## src/shs_pkg.sv

```systemverilog
package shs_pkg;
   // Position is kept in thousandths of an inch
   localparam int POS_W = 20;
   localparam int TICK_W = 16;
   localparam int CODE_W = 16;
   localparam int DEB_W = 8;
   // Debounce settle time, in microseconds, and derived cycle count
   localparam int CLK_MHZ = 100;
   localparam int DEB_US = 1;
   localparam int DEB_CYC = DEB_US * CLK_MHZ;
   // Move timer prescaler: one tick per millisecond
   localparam int MS_CYC = 100000;
   localparam logic [16:0] MS_LAST = 17'(MS_CYC - 1);
   // Millimetre scaling: mm*1000 = thou * 254 / 10
   localparam logic [POS_W+8:0] MM_NUM = 29'h00000FE;
   localparam logic [POS_W+8:0] MM_DEN = 29'h000000A;
   localparam logic [DEB_W-1:0] DEB_LAST = DEB_W'(DEB_CYC - 1);

   typedef enum logic [1:0] {SHS_IDLE, SHS_TIMING, SHS_MOVED, SHS_JAM}
      shs_move_t;

   // Configuration carried as one group
   typedef struct packed {
      logic [POS_W-1:0] upperLimit;
      logic [POS_W-1:0] lowerLimit;
      logic [TICK_W-1:0] moveTimeout;
      logic unitMm;
      logic upperNormClosed;
      logic lowerNormClosed;
      logic relayPresent;
   } shs_cfg_t;

   // Status carried as one group
   typedef struct packed {
      logic [POS_W-1:0] display;
      logic holdActive;
      logic jamError;
      logic upperRelay;
      logic lowerRelay;
      logic progMode;
   } shs_stat_t;
endpackage

```

## src/shs_supervisor.sv

```systemverilog
`timescale 1ns/1ns
// What this block does
// - Past an end limit the matching relay drops if set normally open and pulls in if set normally closed, only if fitted.
// - While hold is on the display keeps its last captured value.
// - When hold is released the display follows position again.
// - The move timer starts when motor power is detected.
// - The move timer stops as soon as motion is sensed.
// - Timeout without motion drops both relays and flags an error.
// - Position is shown in inches or millimetres by a setting.
// - Program mode is entered only with the correct access code.
// - Each relay can be set normally open or normally closed.
// - Position resolves to one thousandth of an inch.
// - One auxiliary input drives both hold and timer start.
module shs_supervisor #(
   parameter logic [shs_pkg::CODE_W-1:0] ACCESS_CODE = 16'h1234
) (
   input wire logic clk,
   input wire logic reset_n,
   input wire logic [shs_pkg::POS_W-1:0] position,
   input wire logic auxIn,
   input wire shs_pkg::shs_cfg_t cfg,
   input wire logic progRequest,
   input wire logic progExit,
   input wire logic [shs_pkg::CODE_W-1:0] accessCode,
   input wire logic errorClear,
   output shs_pkg::shs_stat_t stat
);
   logic aux1_q, aux2_q, auxDeb_q;
   logic [shs_pkg::DEB_W-1:0] debCnt_q;
   logic [shs_pkg::POS_W-1:0] held_q, startPos_q, disp_q;
   logic [16:0] msCnt_q;
   logic [shs_pkg::TICK_W-1:0] tick_q;
   shs_pkg::shs_move_t state_q, state_d;
   logic jam_q, prog_q, upRel_q, loRel_q;
   logic auxRise, moved, timeout, overUp, underLo, upOn, loOn;
   logic [shs_pkg::POS_W+8:0] mmWide;
   logic [shs_pkg::POS_W-1:0] shown;

   // Two-stage synchroniser; first stage read only by second
   always_ff @(posedge clk)
   begin
      if (!reset_n)
      begin
         aux1_q <= 1'b0;
         aux2_q <= 1'b0;
      end
      else
      begin
         aux1_q <= auxIn;
         aux2_q <= aux1_q;
      end
   end

   // Debounce: level must hold steady for the full settle count
   always_ff @(posedge clk)
   begin
      if (!reset_n)
      begin
         debCnt_q <= '0;
         auxDeb_q <= 1'b0;
      end
      else if (aux2_q == auxDeb_q)
         debCnt_q <= '0;
      else if (debCnt_q == shs_pkg::DEB_LAST)
      begin
         debCnt_q <= '0;
         auxDeb_q <= aux2_q;
      end
      else
         debCnt_q <= debCnt_q + 1'b1;
   end

   // One debounced level feeds both hold and timer start
   assign auxRise = aux2_q && !auxDeb_q && (debCnt_q == shs_pkg::DEB_LAST);

   // Capture while released, freeze while held
   always_ff @(posedge clk)
   begin
      if (!reset_n)
         held_q <= '0;
      else if (!auxDeb_q)
         held_q <= position; // Thousandths of an inch
   end

   // Unit conversion; divide is costly but runs once per clock
   assign mmWide = ({9'h000, held_q} * shs_pkg::MM_NUM) / shs_pkg::MM_DEN;
   assign shown = cfg.unitMm ? mmWide[shs_pkg::POS_W-1:0] : held_q;

   always_ff @(posedge clk)
   begin
      if (!reset_n)
         disp_q <= '0;
      else
         disp_q <= shown;
   end

   // Motion is any count difference from start position
   assign moved = (position != startPos_q);
   assign timeout = (tick_q >= cfg.moveTimeout);

   // Move detection state machine
   always_comb
   begin
      state_d = state_q;
      case (state_q)
         shs_pkg::SHS_IDLE:
            if (auxRise)
               state_d = shs_pkg::SHS_TIMING;
         shs_pkg::SHS_TIMING:
            if (moved)
               state_d = shs_pkg::SHS_MOVED;
            else if (timeout)
               state_d = shs_pkg::SHS_JAM;
         shs_pkg::SHS_MOVED:
            if (!auxDeb_q)
               state_d = shs_pkg::SHS_IDLE;
         shs_pkg::SHS_JAM:
            if (errorClear)
               state_d = shs_pkg::SHS_IDLE;
         default:
            state_d = shs_pkg::SHS_IDLE;
      endcase
   end

   // Timer and start snapshot
   always_ff @(posedge clk)
   begin
      if (!reset_n)
      begin
         state_q <= shs_pkg::SHS_IDLE;
         startPos_q <= '0;
         msCnt_q <= '0;
         tick_q <= '0;
      end
      else
      begin
         state_q <= state_d;
         if (state_q != shs_pkg::SHS_TIMING)
         begin
            startPos_q <= position;
            msCnt_q <= '0;
            tick_q <= '0;
         end
         else if (msCnt_q == shs_pkg::MS_LAST)
         begin
            msCnt_q <= '0;
            tick_q <= tick_q + 1'b1;
         end
         else
            msCnt_q <= msCnt_q + 1'b1;
      end
   end

   // Jam flag; a new jam wins over a same-cycle clear
   always_ff @(posedge clk)
   begin
      if (!reset_n)
         jam_q <= 1'b0;
      else if (state_d == shs_pkg::SHS_JAM)
         jam_q <= 1'b1;
      else if (errorClear)
         jam_q <= 1'b0;
   end

   // Access-code gate for program mode
   always_ff @(posedge clk)
   begin
      if (!reset_n)
         prog_q <= 1'b0;
      else if (progRequest && accessCode == ACCESS_CODE)
         prog_q <= 1'b1;
      else if (progExit)
         prog_q <= 1'b0;
   end

   // Limits compare the live position, not the held one
   assign overUp = (position > cfg.upperLimit);
   assign underLo = (position < cfg.lowerLimit);
   // Sense flips the limit action; a jam drops coils whatever the sense
   assign upOn = ((!overUp) ^ cfg.upperNormClosed) && !jam_q;
   assign loOn = ((!underLo) ^ cfg.lowerNormClosed) && !jam_q;

   // Relay drive with contact sense, held off when not fitted
   always_ff @(posedge clk)
   begin
      if (!reset_n)
      begin
         upRel_q <= 1'b0;
         loRel_q <= 1'b0;
      end
      else
      begin
         upRel_q <= cfg.relayPresent && upOn;
         loRel_q <= cfg.relayPresent && loOn;
      end
   end

   // Status gathered in one place, one driver for the whole group
   assign stat = '{
      display: disp_q,
      holdActive: auxDeb_q,
      jamError: jam_q,
      upperRelay: upRel_q,
      lowerRelay: loRel_q,
      progMode: prog_q
   };

   // Checks beside the logic; one clock, all off during reset
   property p_hold_freeze;
      @(posedge clk) disable iff (!reset_n)
      auxDeb_q && $past(auxDeb_q) |-> held_q == $past(held_q);
   endproperty
   a_hold_freeze: assert property (p_hold_freeze)
      else $error("hold moved");

   property p_release_track;
      @(posedge clk) disable iff (!reset_n)
      !auxDeb_q |=> held_q == $past(position);
   endproperty
   a_release_track: assert property (p_release_track)
      else $error("no track");

   // A level change only after the full settle count
   property p_debounce;
      @(posedge clk) disable iff (!reset_n)
      auxDeb_q != $past(auxDeb_q) |-> $past(debCnt_q) == shs_pkg::DEB_LAST;
   endproperty
   a_debounce: assert property (p_debounce)
      else $error("debounce skipped");

   property p_start;
      @(posedge clk) disable iff (!reset_n)
      state_q == shs_pkg::SHS_IDLE && auxRise
      |=> state_q == shs_pkg::SHS_TIMING;
   endproperty
   a_start: assert property (p_start)
      else $error("timer not started");

   property p_stop;
      @(posedge clk) disable iff (!reset_n)
      state_q == shs_pkg::SHS_TIMING && moved
      |=> state_q == shs_pkg::SHS_MOVED;
   endproperty
   a_stop: assert property (p_stop)
      else $error("timer not stopped");

   // Both coils off one cycle after the jam flag rises
   property p_jam;
      @(posedge clk) disable iff (!reset_n)
      state_q == shs_pkg::SHS_TIMING && !moved && timeout
      |=> jam_q ##1 (!upRel_q && !loRel_q);
   endproperty
   a_jam: assert property (p_jam)
      else $error("jam missed");

   // Jam indication stays up until cleared
   property p_jam_keep;
      @(posedge clk) disable iff (!reset_n)
      jam_q && !errorClear |=> jam_q;
   endproperty
   a_jam_keep: assert property (p_jam_keep)
      else $error("jam lost");

   property p_prog;
      @(posedge clk) disable iff (!reset_n)
      !prog_q && !(progRequest && accessCode == ACCESS_CODE) |=> !prog_q;
   endproperty
   a_prog: assert property (p_prog)
      else $error("bad entry");

   property p_absent;
      @(posedge clk) disable iff (!reset_n)
      !cfg.relayPresent |=> !upRel_q && !loRel_q;
   endproperty
   a_absent: assert property (p_absent)
      else $error("relay absent");

   property p_trip;
      @(posedge clk) disable iff (!reset_n)
      overUp && !cfg.upperNormClosed |=> !upRel_q;
   endproperty
   a_trip: assert property (p_trip)
      else $error("upper trip missed");

   property p_sense;
      @(posedge clk) disable iff (!reset_n)
      cfg.relayPresent && !jam_q && !overUp
      |=> upRel_q != $past(cfg.upperNormClosed);
   endproperty
   a_sense: assert property (p_sense)
      else $error("sense wrong");

   property p_inch;
      @(posedge clk) disable iff (!reset_n)
      !cfg.unitMm |=> disp_q == $past(held_q);
   endproperty
   a_inch: assert property (p_inch)
      else $error("inch display");

   // Main scenarios reached
   c_jam: cover property (@(posedge clk) disable iff (!reset_n) jam_q);
   c_moved: cover property (@(posedge clk) disable iff (!reset_n)
      state_q == shs_pkg::SHS_MOVED);
   c_prog: cover property (@(posedge clk) disable iff (!reset_n) prog_q);
   c_over: cover property (@(posedge clk) disable iff (!reset_n) overUp);
   c_hold: cover property (@(posedge clk) disable iff (!reset_n) auxDeb_q);
endmodule // shs_supervisor

```

## config.mk

```make
export PLATFORM = sky130hd
export DESIGN_NAME = shs_supervisor
export DESIGN_NICKNAME = d
export VERILOG_FILES = /design/src/shs_pkg.sv /design/src/shs_supervisor.sv
export SDC_FILE = /design/constraint.sdc
export NUM_CORES = 1
export LEC_CHECK = 0
export BUFFER_PORTS_ARGS = -buffer_cell sky130_fd_sc_hd__buf_2
export CAP_MARGIN = 40
export CORE_MARGIN = 5
export CORE_UTILIZATION = 54
export DETAILED_ROUTE_END_ITERATION = 8
export HOLD_SLACK_MARGIN = 0.02
export PLACE_DENSITY = 0.8
export SYNTH_ARGS = -nofsm -noshare
export SYNTH_HDL_FRONTEND = slang
export SYNTH_SLANG_ARGS = --single-unit
```

## constraint.sdc

```tcl
create_clock -name clk -period 29.1 [get_ports clk]
set_input_delay 5.82 -clock clk [delete_from_list [all_inputs] [get_ports clk]]
set_output_delay 5.82 -clock clk [all_outputs]
set_load 0.05 [all_outputs]
```

* After elaboration in Yosys (flattened, before gate mapping) *
Cells that the tools add are included.

word-level totals
  bits in registers = 110
  bits in latches = 0
  bits in writable memories = 0
  bits in read-only memories = 0
  bits of input ports = 102
  output and inout bits = 25
  logic and storage cells = 65
  memories kept = 0

operators by class
  add/sub/neg operators = 3
  multiply operators = 1
  div/mod/pow operators = 1
  order comparisons = 3
  equal/unequal tests = 10
  shift-type cells = 0
  multiplexer cells = 11
  bitwise operators = 4
  reduce and logical (&&, ||, !) cells = 18

operators by type and width
  cell                   number
  $div 28x4->29 const B  1
  $mul 20x7->27 const B  1
  $gt 20x20->1           1
  $lt 20x20->1           1
  $mux 20                1
  $ne 20x20->1           1
  $add 17x1->17 const B  1
  $eq 17x17->1 const B   1
  $add 16x1->16 const B  1
  $eq 16x13->1 const B   1
  $ge 16x16->1           1
  $mux 2                 5
  $add 8x1->8 const B    1
  $eq 8x7->1 const B     1
  $pmux 2 s4             1
  $logic_and 1x1->1      7
  $eq 2x2->1 const B     3
  $reduce_or 3->1        2
  $logic_not 1->1        4
  $mux 1                 4
  $reduce_bool 2->1      2
  $eq 2x1->1 const B     1
  $logic_not 2->1        1
  $ne 2x1->1 const B     1
  other kinds (5)        7

* Logic depth before layout (Yosys ltp) *
Gate-level depths: netlist of run 1.

  depth after elaboration = 7
  gate-level depth with buffers = 50
  gate-level depth less buffers = 41

* Worst setup path before layout of run 1 *
OpenSTA, ideal clock, no wires.

  path kind = reg2reg
  start point = reg held_q[10] (netlist bit)
  end point = reg disp_q[1] (netlist bit)
  library setup time = 0.120 ns
  data arrival time = 10.415 ns
  path slack = 18.565 ns
  cell stages (with the launch flop) = 46
  path buffers = 5
  clock period less this slack = 10.535 ns
  cell sequence = dfxtp_1 -> inv_1 -> fa_1 -> inv_1 -> fa_1 -> inv_1 -> fa_1 -> fa_1 -> inv_1 -> ha_1 -> and2_4 -> nand3_1 -> or3_1 -> o211a_4 -> o211a_4 -> a211oi_4 -> nand2_1 -> o21ai_0 -> (+10 left out) -> o2111ai_1 -> a21oi_1 -> buf_4 -> or4b_4 -> nand2_2 -> buf_6 -> nor3_2 -> o41a_1 -> nor2_4 -> a21oi_1 -> o311a_1 -> xor2_1 -> buf_2 -> nand2_1 -> o21ai_1 -> a221o_1 -> o211ai_1 -> a21boi_1

on the way
  word-level cells in the longest chain between the ends = 3

RTL lines
  item                      line                  source
  start: declaration        shs_supervisor.sv:30  logic [shs_pkg::POS_W-1:0] held_q, startPos_q, disp_q;
  start signal: assignment  shs_supervisor.sv:82  held_q <= position;
  $mul 20x7->27             shs_supervisor.sv:86  assign mmWide = ({9'h000, held_q} * shs_pkg::MM_NUM) / shs_pkg::MM_DEN;
  $div 28x4->29             shs_supervisor.sv:86
  $mux 20                   shs_supervisor.sv:87  assign shown = cfg.unitMm ? mmWide[shs_pkg::POS_W-1:0] : held_q;
  end signal: assignment    shs_supervisor.sv:94  disp_q <= shown;
  end: declaration          shs_supervisor.sv:30

No other way between the ends.
A chain may end at the register's enable or synchronous reset.

* Final worst setup path of run 1 *
  start point = reg held_q[10] (netlist bit)
  end point = reg disp_q[0] (netlist bit)

Same word-level chain as after synthesis.

==> flow_metrics.py, run 1 <==
metrics = {
    "setup_path": {
        "startpoint_type": "flop",
        "worst-setup-path-type": "flop to flop",
        "worstPathArrival_ns": 13.29,
        "max_stage_delay_ns": 0.66,
        "end_kind": "flop",
        "slowest_stage": "xor2_1",
        "worstPathRequired_ns": 29.40,
        "crit_fanout": 17,
    },
    "synth": {
        "synth_top_family_by_area": "compound AO/OA/AOI/OAI gates",
        "yosysUniqueCellTypes": 107,
        "synth_compound_area_frac": 0.227,
        "syn_inst": 1588,
        "yosys.area_share.adder": 0.218,
        "synth_area_leader_cell": "dfxtp_1",
        "synth_top_cells_by_area": "dfxtp_1 (17%), fa_1 (11%), ha_1 (11%)",
        "yosys.area.top_type_share": 0.174,
        "syn_avg_cell_area_sq_um": 7.95,
        "synth.net_count": 1866,
        "synth-simple-area-share": 0.206,
        "synth_top_flop_cell": "dfxtp_1",
        "synth-edff-count": 0,
        "synth_warnings": 0,
        "synth_mux_area_frac": 0.0232,
        "synth-seq-cells": 110,
        "yosysSeqAreaShare": 0.174,
        "async_flop_share": 0,
        "synthXorXnorAreaFrac": 0.0740,
        "netlist_area_sq_um": 12600,
    },
    "clock_tree": {
        "clk_latency_ns": 0.37,
        "cts_made_buffers": 9,
        "cts_buffer_depth": 2,
        "clock-sinks": 110,
        "cts_hold_buf": 0,
        "cts_setup_buffers": 0,
        "cts_resized": 0,
        "root_buffer": "clkbuf_16",
        "cts_tree": "yes",
        "cts_max_level": 3,
        "clk_pin_slew_ns": 0.09,
    },
    "floorplanning": {
        "pin_count": 127,
        "die_area_sq_um": 26500,
        "dieHeight_um": 163,
        "die_x_um": 163,
        "coreArea_sq_um": 23300,
        "initial_core_util": 0.542,
        "rows": 56,
    },
    "timing": {
        "post-route-min-period_ns": 12.99,
        "setup_viol": 0,
        "slew_violations": 0,
        "final.setup.tns_ns": 0,
        "timing.final.crit_share": 0.446,
        "rsz0062_at_grt": "false",
        "clock_skew_ns": 0.0225,
        "slew_headroom": 0.360,
        "timing.fmax_mhz": 77.0,
        "tightest_slew_ns": 0.954,
        "hold_violations": 0,
    },
    "cells_and_area": {
        "most-common-layout-cells": "inv_1 (175), nand2_1 (146), buf_2 (126), dfxtp_1 (110), ha_1 (107)",
        "syn2layout_area_growth_pct": 8.60,
        "drive_gt1_frac": 0.119,
        "diodes": 0,
        "nNetsFinal": 1944,
        "multiInputGateArea_sq_um": 9430,
        "final_common_cell": "inv_1",
        "fillerInstances": 2082,
        "regArea_sq_um": 2200,
    },
    "global_route": {
        "grt_max_degree": 72,
        "grt_first_pass_wirelength_mm": 54.2,
        "antenna_found_initial": 1,
        "overflow": 0,
        "grtUsageTotal": 0.240,
        "grt_pass1_vias": 11400,
    },
    "routing": {
        "drc": 0,
        "wirelength_mm": 32.3,
        "routedWlPerCell_um": 16.2,
        "postRouteAntennaNets": 0,
        "vias": 11800,
        "drtIter0Drc": 858,
        "dr.pass1.iters": 6,
        "vias_per_cell": 5.93,
    },
    "placed_design": {
        "port_buffers": 126,
        "hpwl_mm": 24.8,
        "place.gp.congestion": 0.917,
    },
    "run_status": {
        "status": "complete, no violations",
    },
    "flow_run": {
        "maxCapViolCount": 0,
    },
    "min_path": {
        "hp-class": "flop to flop",
    },
}
[synthesized netlist by cell type, types with 6 or more instances]
library cell	number
a221oi_1	6
nand3_1	52
dfxtp_1	110
a31oi_1	15
nor3_1	46
ha_1	107
or3_1	12
nand2_1	146
o211a_1	8
buf_2	13
nand4_1	19
nor2_1	105
buf_4	11
o2111ai_1	10
o31ai_1	10
o21ai_0	75
inv_1	175
and3_1	18
clkbuf_1	39
nand2b_1	18
and2_1	11
nor4_1	16
xnor2_1	49
fa_1	69
o21a_1	12
o211ai_1	15
a21boi_0	26
nor2b_1	39
xor2_1	52
a211oi_1	12
a21oi_1	94
a2111oi_0	6
o22ai_1	6
mux2i_1	27
a21o_1	19
[cell type report]
type                       count  area share
multi-input combinational   1235       0.688
sequential                   110       0.161
timing repair buffer         134      0.0504
inverter                     176      0.0482
tap                          319      0.0291
clock buffer                   9      0.0164
clock inverter                 7     0.00685
[logic make-up after synthesis]
group / after synthesis
DFF: 110
muxes: 29
buffers and inverters: 243
AOI/OAI and AO/OA: 401
xor gates and xnor gates: 104
and+or+nand+nor: 522
adders and majority gates: 179
[per-layer routing]
metal  routed length (um)  share of wire  track usage  up-vias
met5                    0              0            0        -
met3                 2600          0.080       0.0443       62
met4                  625          0.019       0.0572        0
met1                14200           0.44        0.333     5498
li1                     -              -            -     5731
met2                14900           0.46        0.391      506
[metrics by stage]
step	hold WS [ns]	util	area [sq um]	setup slack [ns]	std cells
floorplan	0.412	-	12600	18.57	1588
global placement	0.416	0.575	13400	16.69	1972
detailed placement	0.422	0.575	13400	16.37	1974
CTS	0.443	0.589	13700	16.32	1990
global route	0.461	0.589	13700	14.87	1990
finish	0.442	0.589	13700	16.11	1990
[critical path, delay by kind of cell (launching register included)]
| family | cells | cell delay [ns] |
|---|---|---|
| compound gates | 19 | 5.16 |
| xor+xnor | 1 | 0.66 |
| fa+ha+maj | 5 | 2.48 |
| buf+inv | 4 | 0.31 |
| flops | 1 | 0.54 |
| mux | 2 | 0.49 |
| simple gates | 9 | 3.29 |
[sequential cells by signal (all words and copies together), names as in the netlist]
| name | flops |
|---|---|
| disp_q | 20 |
| held_q | 20 |
| startPos_q | 20 |
| msCnt_q | 17 |
| tick_q | 16 |
| debCnt_q | 8 |
| state_q | 2 |
| aux1_q | 1 |
| aux2_q | 1 |
| auxDeb_q | 1 |
| jam_q | 1 |
| loRel_q | 1 |
| prog_q | 1 |
| upRel_q | 1 |
[path summary, 6_finish.rpt]
| kind | cells after the start | slack [ns] | to | from |
|---|---|---|---|---|
| setup / recovery | 40 | 16.11 | disp_q[0]$_SDFF_PN0_ | held_q[10]$_SDFFE_PN0N_ |
| hold / removal | 1 | 0.44 | aux2_q$_SDFF_PN0_ | aux1_q$_SDFF_PN0_ |
| setup reg to reg | 40 | 16.11 | disp_q[0]$_SDFF_PN0_ | held_q[10]$_SDFFE_PN0N_ |
| hold reg to reg | 1 | 0.44 | aux2_q$_SDFF_PN0_ | aux1_q$_SDFF_PN0_ |
Power of run 1 is not shown: default switching activity piles up to over one toggle a cycle in this logic, so the estimate is an artifact.
==> inputs of run 2 (changes only) <==
Clock period 29.1 ns to 13.51 ns, I/O delays scaled along.
==> run 2 against run 1 <==
  * First-iteration DRC count fell by 2.9%
  * Global-route usage fell by 0.23 points
  * Routed wire length fell by 0.51%
  * Critical path depth rose by 1
  * Sequential share of layout area barely moved
  * Utilization rose by 0.081 points
  * Clock skew fell by 0.0060 ns
  * Die area did not move
  * Clock-buffer cell count did not move
  * Cell count did not move
  * Worst hold slack got worse by 0.0020 ns
==> flow_metrics.py, run 2 (synthesis gave the netlist of run 1 again) <==
metrics = {
    "run_status": {
        "status": "complete, no violations",
    },
    "cells_and_area": {
        "syn2layout_area_growth_pct": 8.75,
        "diodes": 0,
        "regArea_sq_um": 2200,
        "finalNonFillerCells": 1990,
        "drive_gt1_frac": 0.122,
        "top_regs": "disp_q (20), held_q (20), startPos_q (20)",
        "fillerInstances": 2084,
        "multiInputGateArea_sq_um": 9460,
        "final_util": 0.590,
        "most-common-layout-cells": "inv_1 (175), nand2_1 (146), buf_2 (126), dfxtp_1 (110), ha_1 (107)",
        "final_common_cell": "inv_1",
        "nNetsFinal": 1945,
    },
    "global_route": {
        "antenna_found_initial": 0,
        "grt_max_degree": 72,
        "grt_pass1_vias": 11200,
        "grt_first_pass_wirelength_mm": 53.3,
        "overflow": 0,
        "grtUsageTotal": 0.238,
    },
    "placed_design": {
        "dpl.cell_count": 1975,
        "place.gp.congestion": 0.917,
        "hpwl_mm": 24.8,
        "port_buffers": 126,
    },
    "floorplanning": {
        "die_x_um": 163,
        "dieHeight_um": 163,
        "rows": 56,
        "initial_core_util": 0.542,
        "coreArea_sq_um": 23300,
        "pin_count": 127,
        "die_area_sq_um": 26500,
    },
    "clock_tree": {
        "root_buffer": "clkbuf_16",
        "cts_buffer_depth": 2,
        "cts_made_buffers": 9,
        "clk_latency_ns": 0.37,
        "cts_tree": "yes",
        "cts_hold_buf": 0,
        "clk_pin_slew_ns": 0.09,
        "clock-sinks": 110,
        "cts_max_level": 3,
    },
    "setup_path": {
        "worstPathArrival_ns": 12.78,
        "end_kind": "flop",
        "startpoint_type": "flop",
        "critPathTopFamily": "compound AO/OA/AOI/OAI gates",
        "max_stage_delay_ns": 0.60,
        "crit_buf_inv": 4,
        "crit_fanout": 16,
        "worstPathRequired_ns": 13.81,
        "worst-setup-path-type": "flop to flop",
        "r2r_slack_ns": 1.03,
        "slowest_stage": "o211ai_2",
    },
    "routing": {
        "drtIter0Drc": 833,
        "routedWlPerCell_um": 16.1,
        "drc": 0,
        "dr.pass1.iters": 6,
        "vias_per_cell": 5.91,
        "vias": 11800,
        "postRouteAntennaNets": 0,
        "wirelength_mm": 32.1,
    },
    "timing": {
        "post-route-min-period_ns": 12.48,
        "hold_violations": 0,
        "timing.fmax_mhz": 80.2,
        "clock_skew_ns": 0.0165,
        "final.setup.tns_ns": 0,
        "timing.final.crit_share": 0.923,
        "slew_headroom": 0.365,
        "tightest_slew_ns": 0.945,
        "slew_violations": 0,
        "setup_viol": 0,
        "rsz0062_at_grt": "false",
    },
    "flow_run": {
        "maxCapViolCount": 0,
    },
    "min_path": {
        "hp-class": "flop to flop",
    },
}
==> run 2: changes by cell type in the layout (fill, tap and decap cells not counted) <==
cell / before / now
xor2_1: 52 / 50
clkinv_8: 3 / 1
nor2_2: 3 / 5
bufinv_16: 0 / 1
a21oi_1: 94 / 93
inv_6: 2 / 1
nor2_1: 105 / 103
a21oi_2: 1 / 2
xor2_2: 2 / 4
inv_12: 1 / 0
buf_4: 8 / 9
clkinvlp_4: 0 / 2
==> run 2: what timing repair did <==
item,in CTS,in global routing
buffers inserted,0,0
hold endpoints to repair,0,0
endpoints found under the setup margin,0,3
gates resized for setup,0,5
==> run 2: layout make-up <==
class,instances,area share
multi-input cells,1235,0.689
flip-flops and latches,110,0.160
repair buffers,135,0.0509
inverters,176,0.0481
well taps,319,0.0291
clock buffers,9,0.0164
clock inverters,6,0.00593
==> run 2: stage by stage <==
step	setup slack, ns	area, sq um	hold WS (ns)
after floorplan	2.98	12600	0.412
after global placement	1.11	13400	0.415
after detailed placement	0.815	13400	0.424
after CTS	0.796	13700	0.442
after global routing	0.201	13700	0.472
final	1.03	13700	0.440
==> run 2: path summary, 6_finish.rpt <==
| kind | start | endpoint | depth (start not counted) |
|---|---|---|---|
| max | held_q[10]$_SDFFE_PN0N_ | disp_q[0]$_SDFF_PN0_ | 41 |
| min | aux1_q$_SDFF_PN0_ | aux2_q$_SDFF_PN0_ | 1 |
| max reg2reg | held_q[10]$_SDFFE_PN0N_ | disp_q[0]$_SDFF_PN0_ | 41 |
| min reg2reg | aux1_q$_SDFF_PN0_ | aux2_q$_SDFF_PN0_ | 1 |
==> run 2: routing by layer <==
metal / routed length [um] / global-route usage
met1: 14300 / 0.331
met2: 15000 / 0.392
met3: 2370 / 0.0410
met4: 420 / 0.0473
met5: 0 / 0
Power of run 2 is left out for the same reason.
